File: config.mk
export PLATFORM = sky130hd
export DESIGN_NAME = cmcd_top
export DESIGN_NICKNAME = d
export VERILOG_FILES = /design/src/inc/cmcd_pkg.sv /design/src/rtl/cmcd_divider.sv /design/src/rtl/cmcd_driver.sv /design/src/rtl/cmcd_top.sv
export SDC_FILE = /design/constraint.sdc
export NUM_CORES = 1
export LEC_CHECK = 0
export BUFFER_PORTS_ARGS = -buffer_cell sky130_fd_sc_hd__buf_2
export CAP_MARGIN = 30
export CORE_MARGIN = 1.5
export CORE_UTILIZATION = 35
export CTS_CLUSTER_SIZE = 24
export DETAILED_ROUTE_END_ITERATION = 10
export GPL_TIMING_DRIVEN = 0
export MAX_ROUTING_LAYER = met4
export PLACE_DENSITY = 0.59
export SYNTH_ARGS = -nofsm -noshare
export SYNTH_HDL_FRONTEND = slang
export SYNTH_SLANG_ARGS = --single-unit
File: constraint.sdc
create_clock -name clock -period 13.6 [get_ports clock]
set_clock_uncertainty 0.05 [all_clocks]
set_input_delay 2.72 -clock clock [delete_from_list [all_inputs] [get_ports clock]]
set_output_delay 2.72 -clock clock [all_outputs]
set_load 0.05 [all_outputs]
File: src/inc/cmcd_pkg.sv
// Register map, field positions and encodings of the clock output stage
`default_nettype none
package cmcd_pkg;
    localparam int NUM_REGS = 20;
    localparam logic [7:0] REG_ADDR [NUM_REGS] = '{
        8'h14, 8'h15, 8'h16, 8'h18, 8'h1F, 8'h20, 8'h21, 8'h22, 8'h23, 8'h24,
        8'h25, 8'h26, 8'h27, 8'h28, 8'h29, 8'h2A, 8'h2B, 8'h2C, 8'h38, 8'h47};
    localparam logic [7:0] REG_RESET = 8'h00;
    localparam int IDX_MUTE_SUP_A = 0;
    localparam int IDX_MUTE_SUP_B = 1;
    localparam int IDX_MUTE_EN = 2;
    localparam int IDX_MARGIN = 3;
    localparam int IDX_PLL1_POST = 18;
    localparam int IDX_PLL2_POST = 19;
    localparam int CTRL_IDX [8] = '{4, 5, 7, 8, 10, 12, 14, 16};
    localparam int DIV_IDX [6] = '{6, 9, 11, 13, 15, 17};
    localparam int MUX2_SEL_BIT = 7;
    localparam int MUX4_SEL_LSB = 6;
    localparam int POST_DIV_LSB = 2;
    localparam int HCSL_TERM_BIT = 3;
    localparam int CMOS_P_BIT = 3;
    localparam int CMOS_N_BIT = 4;
    localparam int CMOS_N_INPHASE_BIT = 5;
    localparam logic [8:0] POST_DIV_MIN = 9'h002;
    localparam logic [8:0] POST_DIV_MAX = 9'h008;
    localparam logic [8:0] MARGIN_MIN_DIV = 9'h009;
    typedef enum logic [1:0] {
        SRC_PRI = 2'b00, SRC_SEC = 2'b01, SRC_PLL1 = 2'b10, SRC_PLL2 = 2'b11
    } cmcd_src_e;
    typedef enum logic [2:0] {
        FMT_OFF = 3'b000, FMT_LVPECL = 3'b001, FMT_LVDS = 3'b010,
        FMT_CML = 3'b011, FMT_HCSL = 3'b100, FMT_LVCMOS = 3'b101
    } cmcd_fmt_e;
    typedef enum logic [1:0] {
        TAIL_NONE = 2'b00, TAIL_4MA = 2'b01, TAIL_6MA = 2'b10, TAIL_8MA = 2'b11
    } cmcd_tail_e;
endpackage : cmcd_pkg
`default_nettype wire

File: src/rtl/cmcd_divider.sv
// Integer clock divider with period-boundary ratio reload
`timescale 1ns/1ps
`default_nettype none
module cmcd_divider #(
    parameter int W = 8
) (
    input wire logic clock,
    input wire logic arst_n,
    input wire logic src_lvl,
    input wire logic src_rise,
    input wire logic [W:0] div_val,
    input wire logic glitchless,
    output logic out_lvl,
    output logic out_rise
);
    logic [W:0] ratio_q, ratio_d, half, cnt_q, cnt_d;
    logic last, out_q, prev_q;

    // Greater-or-equal so a direct shrink mid-period still wraps
    assign last = src_rise && (cnt_q >= ratio_q - 1'b1);

    always_comb begin
        ratio_d = ratio_q;
        if (!glitchless || last) begin
            ratio_d = div_val;
        end
        cnt_d = cnt_q;
        if (src_rise) begin
            cnt_d = last ? '0 : cnt_q + 1'b1;
        end
        half = (ratio_d + 1'b1) >> 1;
    end

    always_ff @(posedge clock or negedge arst_n) begin
        if (!arst_n) begin
            ratio_q <= (W + 1)'(1);
        end else begin
            ratio_q <= ratio_d;
        end
    end

    always_ff @(posedge clock or negedge arst_n) begin
        if (!arst_n) begin
            cnt_q <= '0;
        end else begin
            cnt_q <= cnt_d;
        end
    end

    // Divide by one passes the source level, one cycle late
    always_ff @(posedge clock or negedge arst_n) begin
        if (!arst_n) begin
            out_q <= 1'b0;
            prev_q <= 1'b0;
        end else begin
            prev_q <= out_q;
            if (ratio_d == (W + 1)'(1)) begin
                out_q <= src_lvl;
            end else if (src_rise) begin
                out_q <= (cnt_d < half);
            end
        end
    end

    assign out_lvl = out_q;
    assign out_rise = out_q & ~prev_q;
endmodule : cmcd_divider
`default_nettype wire

File: src/rtl/cmcd_driver.sv
// Output format stage: pin levels, enables, termination and tail current
`timescale 1ns/1ps
`default_nettype none
module cmcd_driver import cmcd_pkg::*; (
    input wire logic clock,
    input wire logic arst_n,
    input wire logic [5:0] ctrl,
    input wire logic clk_lvl,
    input wire logic mute,
    output logic p_o,
    output logic p_oe,
    output logic n_o,
    output logic n_oe,
    output logic term_en,
    output logic [1:0] tail_sel
);
    cmcd_fmt_e fmt;
    logic lvl;
    assign fmt = cmcd_fmt_e'(ctrl[2:0]);
    // Muted output parks static low rather than floating
    assign lvl = clk_lvl & ~mute;

    always_ff @(posedge clock or negedge arst_n) begin
        if (!arst_n) begin
            {p_o, p_oe, n_o, n_oe, term_en} <= 5'h00;
            tail_sel <= TAIL_NONE;
        end else begin
            p_o <= lvl;
            n_o <= ~lvl;
            term_en <= 1'b0;
            tail_sel <= TAIL_NONE;
            case (fmt)
                FMT_LVPECL, FMT_LVDS, FMT_CML: begin
                    {p_oe, n_oe} <= 2'b11;
                    term_en <= 1'b1;
                    tail_sel <= (fmt == FMT_LVDS) ? TAIL_4MA : (fmt == FMT_CML) ? TAIL_6MA : TAIL_8MA;
                end
                FMT_HCSL: begin
                    {p_oe, n_oe} <= 2'b11;
                    term_en <= ctrl[HCSL_TERM_BIT];
                end
                FMT_LVCMOS: begin
                    p_oe <= ctrl[CMOS_P_BIT];
                    n_oe <= ctrl[CMOS_N_BIT];
                    n_o <= ctrl[CMOS_N_INPHASE_BIT] ? lvl : ~lvl & ~mute;
                end
                default: begin
                    {p_oe, n_oe} <= 2'b00;
                end
            endcase
        end
    end
endmodule : cmcd_driver
`default_nettype wire

File: src/rtl/cmcd_top.sv
// Clock output distribution: post dividers, muxes, output dividers, formats
`timescale 1ns/1ps
`default_nettype none
module cmcd_top import cmcd_pkg::*; #(
    parameter int DIV_W = 8
) (
    input wire logic clock,
    input wire logic arst_n,
    input wire logic reg_wr,
    input wire logic [7:0] reg_addr,
    input wire logic [7:0] reg_wdata,
    output logic [7:0] reg_rdata,
    input wire logic vco1_in,
    input wire logic vco2_in,
    input wire logic pri_ref_in,
    input wire logic sec_ref_in,
    input wire logic pri_los_in,
    input wire logic sec_los_in,
    input wire logic pll1_lock_in,
    input wire logic pll2_lock_in,
    output wire logic [7:0] out_p_o,
    output wire logic [7:0] out_p_oe,
    output wire logic [7:0] out_n_o,
    output wire logic [7:0] out_n_oe,
    output wire logic [7:0] out_term_en,
    output wire logic [15:0] out_tail_sel
);
    logic [7:0] pins, pin_s1_q, pin_s2_q, pin_s3_q, pin_rise;
    logic [7:0] regs_q [NUM_REGS];
    logic [4:0] rd_idx, wr_idx;
    logic [DIV_W:0] post1_val, post2_val;
    logic pll1_lvl, pll1_rise, pll2_lvl, pll2_rise;
    logic [3:0] src_lvl, src_rise, src_bad;
    logic [1:0] div_sel [6];
    logic [DIV_W:0] div_val [6];
    logic [5:0] div_glitch, div_margin, div_lvl;
    logic [7:0] drv_clk, drv_mute;

    // Register lookup; NUM_REGS marks an unmapped address
    function automatic logic [4:0] reg_lookup(input logic [7:0] addr);
        logic [4:0] idx;
        idx = 5'(NUM_REGS);
        for (int k = 0; k < NUM_REGS; k++) begin
            if (REG_ADDR[k] == addr) begin
                idx = 5'(k);
            end
        end
        return idx;
    endfunction : reg_lookup

    // Post divider codes beyond the top ratio saturate at the top ratio
    function automatic logic [DIV_W:0] post_ratio(input logic [2:0] code);
        logic [DIV_W:0] r;
        r = (DIV_W + 1)'(code) + POST_DIV_MIN;
        return (r > POST_DIV_MAX) ? POST_DIV_MAX : r;
    endfunction : post_ratio

    // Register value v divides by v + 1, so 0 means 1 and FF means 256
    function automatic logic [DIV_W:0] out_ratio(input logic [7:0] v);
        return (DIV_W + 1)'(v) + (DIV_W + 1)'(1);
    endfunction : out_ratio

    // All clock and status pins are asynchronous to clock
    assign pins = {pll2_lock_in, pll1_lock_in, sec_los_in, pri_los_in,
                   sec_ref_in, pri_ref_in, vco2_in, vco1_in};

    always_ff @(posedge clock or negedge arst_n) begin
        if (!arst_n) begin
            pin_s1_q <= 8'h00;
            pin_s2_q <= 8'h00;
            pin_s3_q <= 8'h00;
        end else begin
            pin_s1_q <= pins;
            pin_s2_q <= pin_s1_q;
            pin_s3_q <= pin_s2_q;
        end
    end

    assign pin_rise = pin_s2_q & ~pin_s3_q;

    // Register file
    assign wr_idx = reg_lookup(reg_addr);
    assign rd_idx = wr_idx;

    always_ff @(posedge clock or negedge arst_n) begin
        if (!arst_n) begin
            for (int k = 0; k < NUM_REGS; k++) begin
                regs_q[k] <= REG_RESET;
            end
        end else if (reg_wr && wr_idx != 5'(NUM_REGS)) begin
            regs_q[wr_idx] <= reg_wdata;
        end
    end

    always_ff @(posedge clock or negedge arst_n) begin
        if (!arst_n) begin
            reg_rdata <= 8'h00;
        end else begin
            reg_rdata <= (rd_idx == 5'(NUM_REGS)) ? 8'h00 : regs_q[rd_idx];
        end
    end

    // PLL post dividers, reloaded only on their own period boundary
    assign post1_val = post_ratio(regs_q[IDX_PLL1_POST][POST_DIV_LSB +: 3]);
    assign post2_val = post_ratio(regs_q[IDX_PLL2_POST][POST_DIV_LSB +: 3]);

    cmcd_divider #(
        .W(DIV_W)
    ) u_post1 (
        .clock(clock),
        .arst_n(arst_n),
        .src_lvl(pin_s2_q[0]),
        .src_rise(pin_rise[0]),
        .div_val(post1_val),
        .glitchless(1'b1),
        .out_lvl(pll1_lvl),
        .out_rise(pll1_rise)
    );

    cmcd_divider #(
        .W(DIV_W)
    ) u_post2 (
        .clock(clock),
        .arst_n(arst_n),
        .src_lvl(pin_s2_q[1]),
        .src_rise(pin_rise[1]),
        .div_val(post2_val),
        .glitchless(1'b1),
        .out_lvl(pll2_lvl),
        .out_rise(pll2_rise)
    );

    // References are tapped ahead of any doubler, so they leave undoubled
    assign src_lvl = {pll2_lvl, pll1_lvl, pin_s2_q[3], pin_s2_q[2]};
    assign src_rise = {pll2_rise, pll1_rise, pin_rise[3], pin_rise[2]};
    // Invalid source: reference lost or PLL unlocked
    assign src_bad = {~pin_s2_q[7], ~pin_s2_q[6], pin_s2_q[5], pin_s2_q[4]};

    for (genvar d = 0; d < 6; d++) begin : g_div
        if (d < 2) begin : g_pair
            // Two-way mux: PLL1 or PLL2 only
            assign div_sel[d] = {1'b1, regs_q[CTRL_IDX[2 * d]][MUX2_SEL_BIT]};
            assign div_margin[d] = regs_q[IDX_MARGIN][2 * d] | regs_q[IDX_MARGIN][2 * d + 1];
        end else begin : g_single
            assign div_sel[d] = regs_q[CTRL_IDX[d + 2]][MUX4_SEL_LSB +: 2];
            assign div_margin[d] = regs_q[IDX_MARGIN][d + 2];
        end
        assign div_val[d] = out_ratio(regs_q[DIV_IDX[d]]);
        // Small ratios get no margining: change there is immediate
        assign div_glitch[d] = div_margin[d] && (div_val[d] >= MARGIN_MIN_DIV);

        cmcd_divider #(
            .W(DIV_W)
        ) u_out_div (
            .clock(clock),
            .arst_n(arst_n),
            .src_lvl(src_lvl[div_sel[d]]),
            .src_rise(src_rise[div_sel[d]]),
            .div_val(div_val[d]),
            .glitchless(div_glitch[d]),
            .out_lvl(div_lvl[d]),
            .out_rise()
        );
    end

    for (genvar i = 0; i < 8; i++) begin : g_out
        localparam int D = (i < 4) ? (i / 2) : (i - 2);
        // Pairs 0/1 and 2/3 hang on one mux and one divider
        assign drv_clk[i] = div_lvl[D];
        assign drv_mute[i] = regs_q[IDX_MUTE_EN][i] & src_bad[div_sel[D]];

        cmcd_driver u_drv (
            .clock(clock),
            .arst_n(arst_n),
            .ctrl(regs_q[CTRL_IDX[i]][5:0]),
            .clk_lvl(drv_clk[i]),
            .mute(drv_mute[i]),
            .p_o(out_p_o[i]),
            .p_oe(out_p_oe[i]),
            .n_o(out_n_o[i]),
            .n_oe(out_n_oe[i]),
            .term_en(out_term_en[i]),
            .tail_sel(out_tail_sel[2 * i +: 2])
        );
    end
endmodule : cmcd_top
`default_nettype wire

# Word-level counts from Yosys, hierarchy flattened
# Cells that the tools add are included.
[word_totals]
reg_bits = 398
input_bits = 27
out_inout_bits = 64
word_cells = 504
[op_classes]
addsub = 32
order_cmp = 32
n_eq_ne = 70
muxes = 169
bitwise_logic = 51
reduce_logical = 52
[op_table]
columns = ["operator", "count"]
rows = [
  ["9-bit two-way mux", 24],
  ["160-bit bitwise mux", 1],
  ["9-bit by 1-bit adder with 9-bit output (second input constant)", 16],
  ["6-bit by 8-bit equality test with 1-bit output (first input constant)", 14],
  ["5-bit two-way mux", 20],
  ["9-bit by 1-bit equality test with 1-bit output (second input constant)", 8],
  ["9-bit >= comparator", 8],
  ["9-bit by 8-bit less-than comparator with 1-bit output", 8],
  ["9-bit by 1-bit subtractor with 9-bit output (second input constant)", 8],
  ["1-bit two-way mux", 64],
  ["8-bit by 1-bit adder with 9-bit output (second input constant)", 6],
  ["9-bit by 4-bit >= comparator with 1-bit output (second input constant)", 6],
  ["3-bit by 2-bit equality test with 1-bit output (second input constant)", 16],
  ["3-bit equality test (second input constant)", 16],
  ["1-bit case mux with 2 select lines", 24],
  ["8-bit binary-select mux with 5-bit select", 1],
  ["8-bit demux with 5-bit select", 1],
  ["5-bit by 8-bit equality test with 1-bit output (first input constant)", 5],
  ["2-bit two-way mux", 16],
  ["8-bit two-way mux", 4],
  ["4-bit OR reduction", 8],
  ["1-bit bitwise AND", 26],
  ["1-bit binary-select mux with 2-bit select", 12],
  ["3-bit by 1-bit equality test with 1-bit output (second input constant)", 8],
  ["19 further kinds", 86],
]

# Longest topological paths before layout
[logic_depth]
depth_word = 27
mapped_depth = 29
mapped_depth_nobuf = 28

# Cells and area by module
# From an unflattened synthesis, not the netlist that was laid out.
[unflattened]
hier_cells = 2604
hier_area_um2 = 26461.6
[by_module_without_submodules]
columns = ["module", "instances", "cells_each", "area_per_inst_um2", "seq_area_each_um2"]
rows = [
  ["cmcd_top", 1, 848, 10266.1, 4704.5],
  ["cmcd_divider at g_div[1].u_out_div ...", 5, 195, 1745.4, 501.7],
  ["cmcd_divider at g_div[0].u_out_div ...", 2, 192, 1730.4, 501.7],
  ["cmcd_driver", 8, 26, 286.5, 175.2],
  ["cmcd_divider at u_post1", 1, 189, 1715.4, 501.7],
]

# Worst setup path after synthesis
# OpenSTA, ideal clock, no wires.
[synth_timing]
kind = "register -> register"
startpoint = "register g_div[5].u_out_div.ratio_q[5]"
endpoint = "register g_div[5].u_out_div.out_q"
arrival_time_ps = 5166
required_time_ps = 13486
setup_slack_ps = 8319
stages_incl_launch_ff = 26
n_path_buf = 2
synth_period_minus_slack_ps = 5281
path_cell_list = "dfrtp_1 -> or4_1 -> nor4_1 -> xnor2_1 -> ha_1 -> a21o_1 -> a211oi_1 -> o21a_1 -> or2_2 -> clkbuf_1 -> o211ai_2 -> clkbuf_1 -> nor2_1 -> a21oi_1 -> ha_1 -> and3_1 -> nand3_1 -> nor3_1 -> a21oi_1 -> xor2_1 -> ha_1 -> a211oi_1 -> o21ai_0 -> a21oi_1 -> o31a_1 -> mux2_2"
[synth_via]
elab_chain_cells = 9
word_cells_on_any_way = 13
cone_classes = "2 x add/sub; 2 x order compare; 1 x eq/ne; 5 x mux; 3 x reduce/logical"
[synth_lines]
columns = ["element", "line_no", "source"]
rows = [
  ["from (decl)", "cmcd_divider.sv:16", "logic [W:0] ratio_q, ratio_d, half, cnt_q, cnt_d;"],
  ["from (signal assigned)", "cmcd_divider.sv:36", "ratio_q <= (W + 1)'(1);"],
  ["from (signal assigned)", "cmcd_divider.sv:38", "ratio_q <= ratio_d;"],
  ["9-bit by 1-bit subtractor with 9-bit output (*)", "cmcd_divider.sv:20", "assign last = src_rise && (cnt_q >= ratio_q - 1'b1);"],
  ["9-bit >= comparator (*)", "cmcd_divider.sv:20", ""],
  ["1-bit logical AND (*)", "cmcd_divider.sv:20", ""],
  ["1-bit logical OR (*)", "cmcd_divider.sv:24", "if (!glitchless || last) begin"],
  ["9-bit two-way mux (*)", "cmcd_divider.sv:24", ""],
  ["named net g_div[5].u_out_div.ratio_d[0]", "cmcd_divider.sv:16", ""],
  ["9-bit by 1-bit adder with 9-bit output", "cmcd_divider.sv:31", "half = (ratio_d + 1'b1) >> 1;"],
  ["9-bit by 8-bit less-than comparator with 1-bit output", "cmcd_divider.sv:60", "out_q <= (cnt_d < half);"],
  ["1-bit two-way mux", "cmcd_divider.sv:59", "end else if (src_rise) begin"],
  ["1-bit two-way mux", "cmcd_divider.sv:57", "if (ratio_d == (W + 1)'(1)) begin"],
  ["to (signal assigned)", "cmcd_divider.sv:58", "out_q <= src_lvl;"],
  ["to (signal assigned)", "cmcd_divider.sv:60", ""],
  ["to (decl)", "cmcd_divider.sv:17", "logic last, out_q, prev_q;"],
]
# The timed path passes the listed nets; every way through them passes the cells marked *. The select of a mux whose other input is x is not followed.
# A chain may end at the register's enable or synchronous reset.

# Worst setup path in the final report
# Same ends and word-level chain as after synthesis.

==> metrics.yaml <==
gp_congestion: 0.965
fmax_mhz: 169
multi_input_area_um2: 14200
num_rows: 98
area_growth_syn_to_layout_pct: 13.1
max_stage_delay_ps: 610
period_share_pct: 43.6
cp.required_ps: 14090
clk_pin_slew_worst_paths_ps: 60
portBuffers: 82
yosys_warnings: 0
hp-class: "reg2reg"
critPathCapture: "g_div[5].u_out_div.out_lvl"
reg2reg_slack_ps: 7670
leakagePower_nw: 13.5
synth_area_um2: 25300
critPathKind: "reg2reg"
cts_tree: "built"
finalMaxSlewViolations: 0
drt_iter0_markers: 1321
finalCriticalPeriod_ps: 5930
cpMaxStageDelayCell: "or4_1"
cts_buffers: 48
cp.arrival_ps: 6410
powerDensity_nw_per_um2: 125
synth_flop_cell: "dfrtp_1"
relSlewSlack_pct: 28.1
grt_usage_pct: 19.3
wl_per_cell_um: 18.5
dieWidth_um: 272
dr.pass1.iters: 7
r2r_start: "g_div[5].u_out_div.ratio_q[5]"
yosys.area_share.simple_pct: 16.2
clockBufferDepth: 3
cts.sinks: 398
die_area_um2: 74000
cp-start-kind: "register"
post-cts-setup-buffers: 0
power_w: 0.00359
cts_resized: 0
core_area_um2: 71600
die_h_um: 272
status: "completed"
synth-compound-area-share_pct: 11.8
drv_cap: 0
grt_pass1_vias: 18900
path_max_fanout: 10
synthMuxAreaShare_pct: 13.1
ys_ff_latch: 398
worstMarginPinSlew_ps: 1080
synth_fa_ha_area_share_pct: 8.69
via_per_inst: 5.19
syn_area_per_cell_um2: 9.71
synth_fp_nets: 2812
dr_total_vias: 19400
async_flop_share_pct: 100
fin_setup_tns_ps: 0
crit_start: "g_div[5].u_out_div.ratio_q[5]"
grt_max_degree: 111
clockRootBuffer: "clkbuf_16"
synth_cells: 2609
postRouteAntennaNets: 0
r2r_end: "g_div[5].u_out_div.out_lvl"
netlist.top_cell.by_area: "dfrtp_1"
seq_area_um2: 9970
synth_sequential_area_ratio_pct: 39.3
hold_viol: 0
rsz0062_at_grt: "no"
remaining_drc_errors: 0
wl_um: 69100
synth_top_area_share_pct: 38.5
ir_worst_vdd_uv: 103
dpl.cell_count: 3646
reg2regPathDepth: 25
layout.cells.non_filler: 3737
insertion_delay_ps: 600
synthTopCellsByArea: "dfrtp_1 39%, ha_1 8.7%, mux2_2 8.5%"
start_util_pct: 35.4
fillCellCount: 7134
grt-ovfl-total: 0
post_route_cells_drive_above_1_share_pct: 16.8
synth_top_family_by_area: "simple AND/OR/NAND/NOR gates"
ys_types: 82
synth_edf_count: 0
synth-xor-area-share_pct: 6.29
cts_hold_buf: 0
nets: 2951
grt_pass1_wl_um: 109000
io_pins: 91
end_kind: "register"
report.final.setup_viol: 0
antenna_found_initial: 8
htree_levels: 2
hpwl_um: 51000
[layer usage]
layer / up-vias / part of all wire, % / global-route usage, %
li1: 9524 / - / -
met1: 9358 / 46 / 25.3
met2: 385 / 46 / 29.9
met3: 113 / 4.7 / 3.56
met4: 0 / 3.0 / 6.75
met5: - / 0 / -
[synthesized netlist by cell type, types with 14 or more instances]
cell      number
a31oi_1       15
xnor2_1      117
xor2_1        65
mux2i_1       75
nand4_1       22
buf_4         42
a21oi_1      118
nor2_1       173
buf_2         18
nand2_1      205
mux2_2       191
o211ai_1      14
and2_1        18
a21o_1        50
clkbuf_1     110
o22ai_1       19
o21ai_0      161
ha_1         176
o31ai_1       18
nand2b_1      51
a211oi_1      16
dfrtp_1      390
nor3_1        56
and3_1        45
nor4_1        20
nand3_1      106
inv_1         94
nor2b_1       34
mux2_1        15
[worst max-delay path, delay by kind of cell (launching register included)]
family | cells | cell delay [ps]
xor+xnor | 2 | 290
compound gates | 10 | 1760
fa+ha+maj | 3 | 900
mux | 1 | 130
buf+inv | 2 | 600
simple gates | 7 | 1720
flops | 1 | 430
[placed cells by master (no fill, tap or decap), drive strengths merged, types with 19 or more instances in the layout]
master | netlist | layout
dfrtp | 390 | 390
mux2 | 206 | 206
nand2 | 205 | 205
nor2 | 180 | 180
ha | 176 | 176
clkbuf | 110 | 174
o21ai | 164 | 164
buf | 62 | 151
a21oi | 120 | 120
xnor2 | 117 | 117
nand3 | 107 | 107
inv | 94 | 96
mux2i | 76 | 76
xor2 | 65 | 65
nor3 | 56 | 56
nand2b | 51 | 51
a21o | 50 | 50
and3 | 45 | 45
nor2b | 34 | 34
nand4 | 22 | 22
nor4 | 21 | 21
o22ai | 19 | 19
[metrics by stage]
stage / utilization (%) / cell area, um^2 / hold slack, ps / setup slack [ps]
3_5_place_dp: 37.8 / 27000 / 285 / 7290
2_1_floorplan: - / 25300 / 281 / 8320
5_1_grt: 40.0 / 28700 / 301 / 7040
4_1_cts: 40.0 / 28600 / 298 / 7650
6_report: 40.0 / 28700 / 296 / 7670
3_3_place_gp: 37.6 / 26900 / 283 / 1380
[kinds of logic after synthesis]
family                     after synthesis
and+or+nand+nor                        811
AOI/OAI and AO/OA                      484
DFF                                    398
muxes                                  292
buffers and inverters                  266
xor gates and xnor gates               182
adders and majority gates              176
[registers in the layout (all words and copies together) (netlist names), 9 cells and up]
signal	count
div_sel	10
g_div.u_out_div.cnt_q	54
g_div.u_out_div.ratio_q	54
g_out.u_drv.tail_sel	16
regs_q	146
u_post1.cnt_q	9
u_post1.ratio_q	9
u_post2.cnt_q	9
u_post2.ratio_q	9
[report_power, final]
group          leakage, nW  internal, W  switching (W)
logic                 7.53     0.000331       0.000557
clock network        0.777     0.000771       0.000533
registers             5.23      0.00130       0.000105
total                 13.5      0.00240        0.00119
[area by class of cell]
cell class              instances  area share, %
diodes                          5         0.0437
plain buffers                 172           2.91
clock buffers                  64           4.72
clock inverters                20          0.755
inverters                      94           1.23
multi-input cells            1945           49.5
flip-flops and latches        398           34.8
well taps                     950           4.15
repair buffers                 89           1.90
[worst min-delay path by stage]
stage / from / to / depth (start not counted)
4_1_cts: pin_s1_q[0] / pin_s2_q[0] / 0
2_1_floorplan: pin_s1_q[0] / pin_s2_q[0] / 0
3_3_place_gp: pin_s1_q[1] / pin_s2_q[1] / 0
6_report: pin_s1_q[0] / pin_s2_q[0] / 0
5_1_grt: pin_s1_q[5] / pin_s2_q[5] / 0
3_5_place_dp: pin_s1_q[0] / pin_s2_q[0] / 0
No activity file was read; power rests on OpenSTA's default activity.
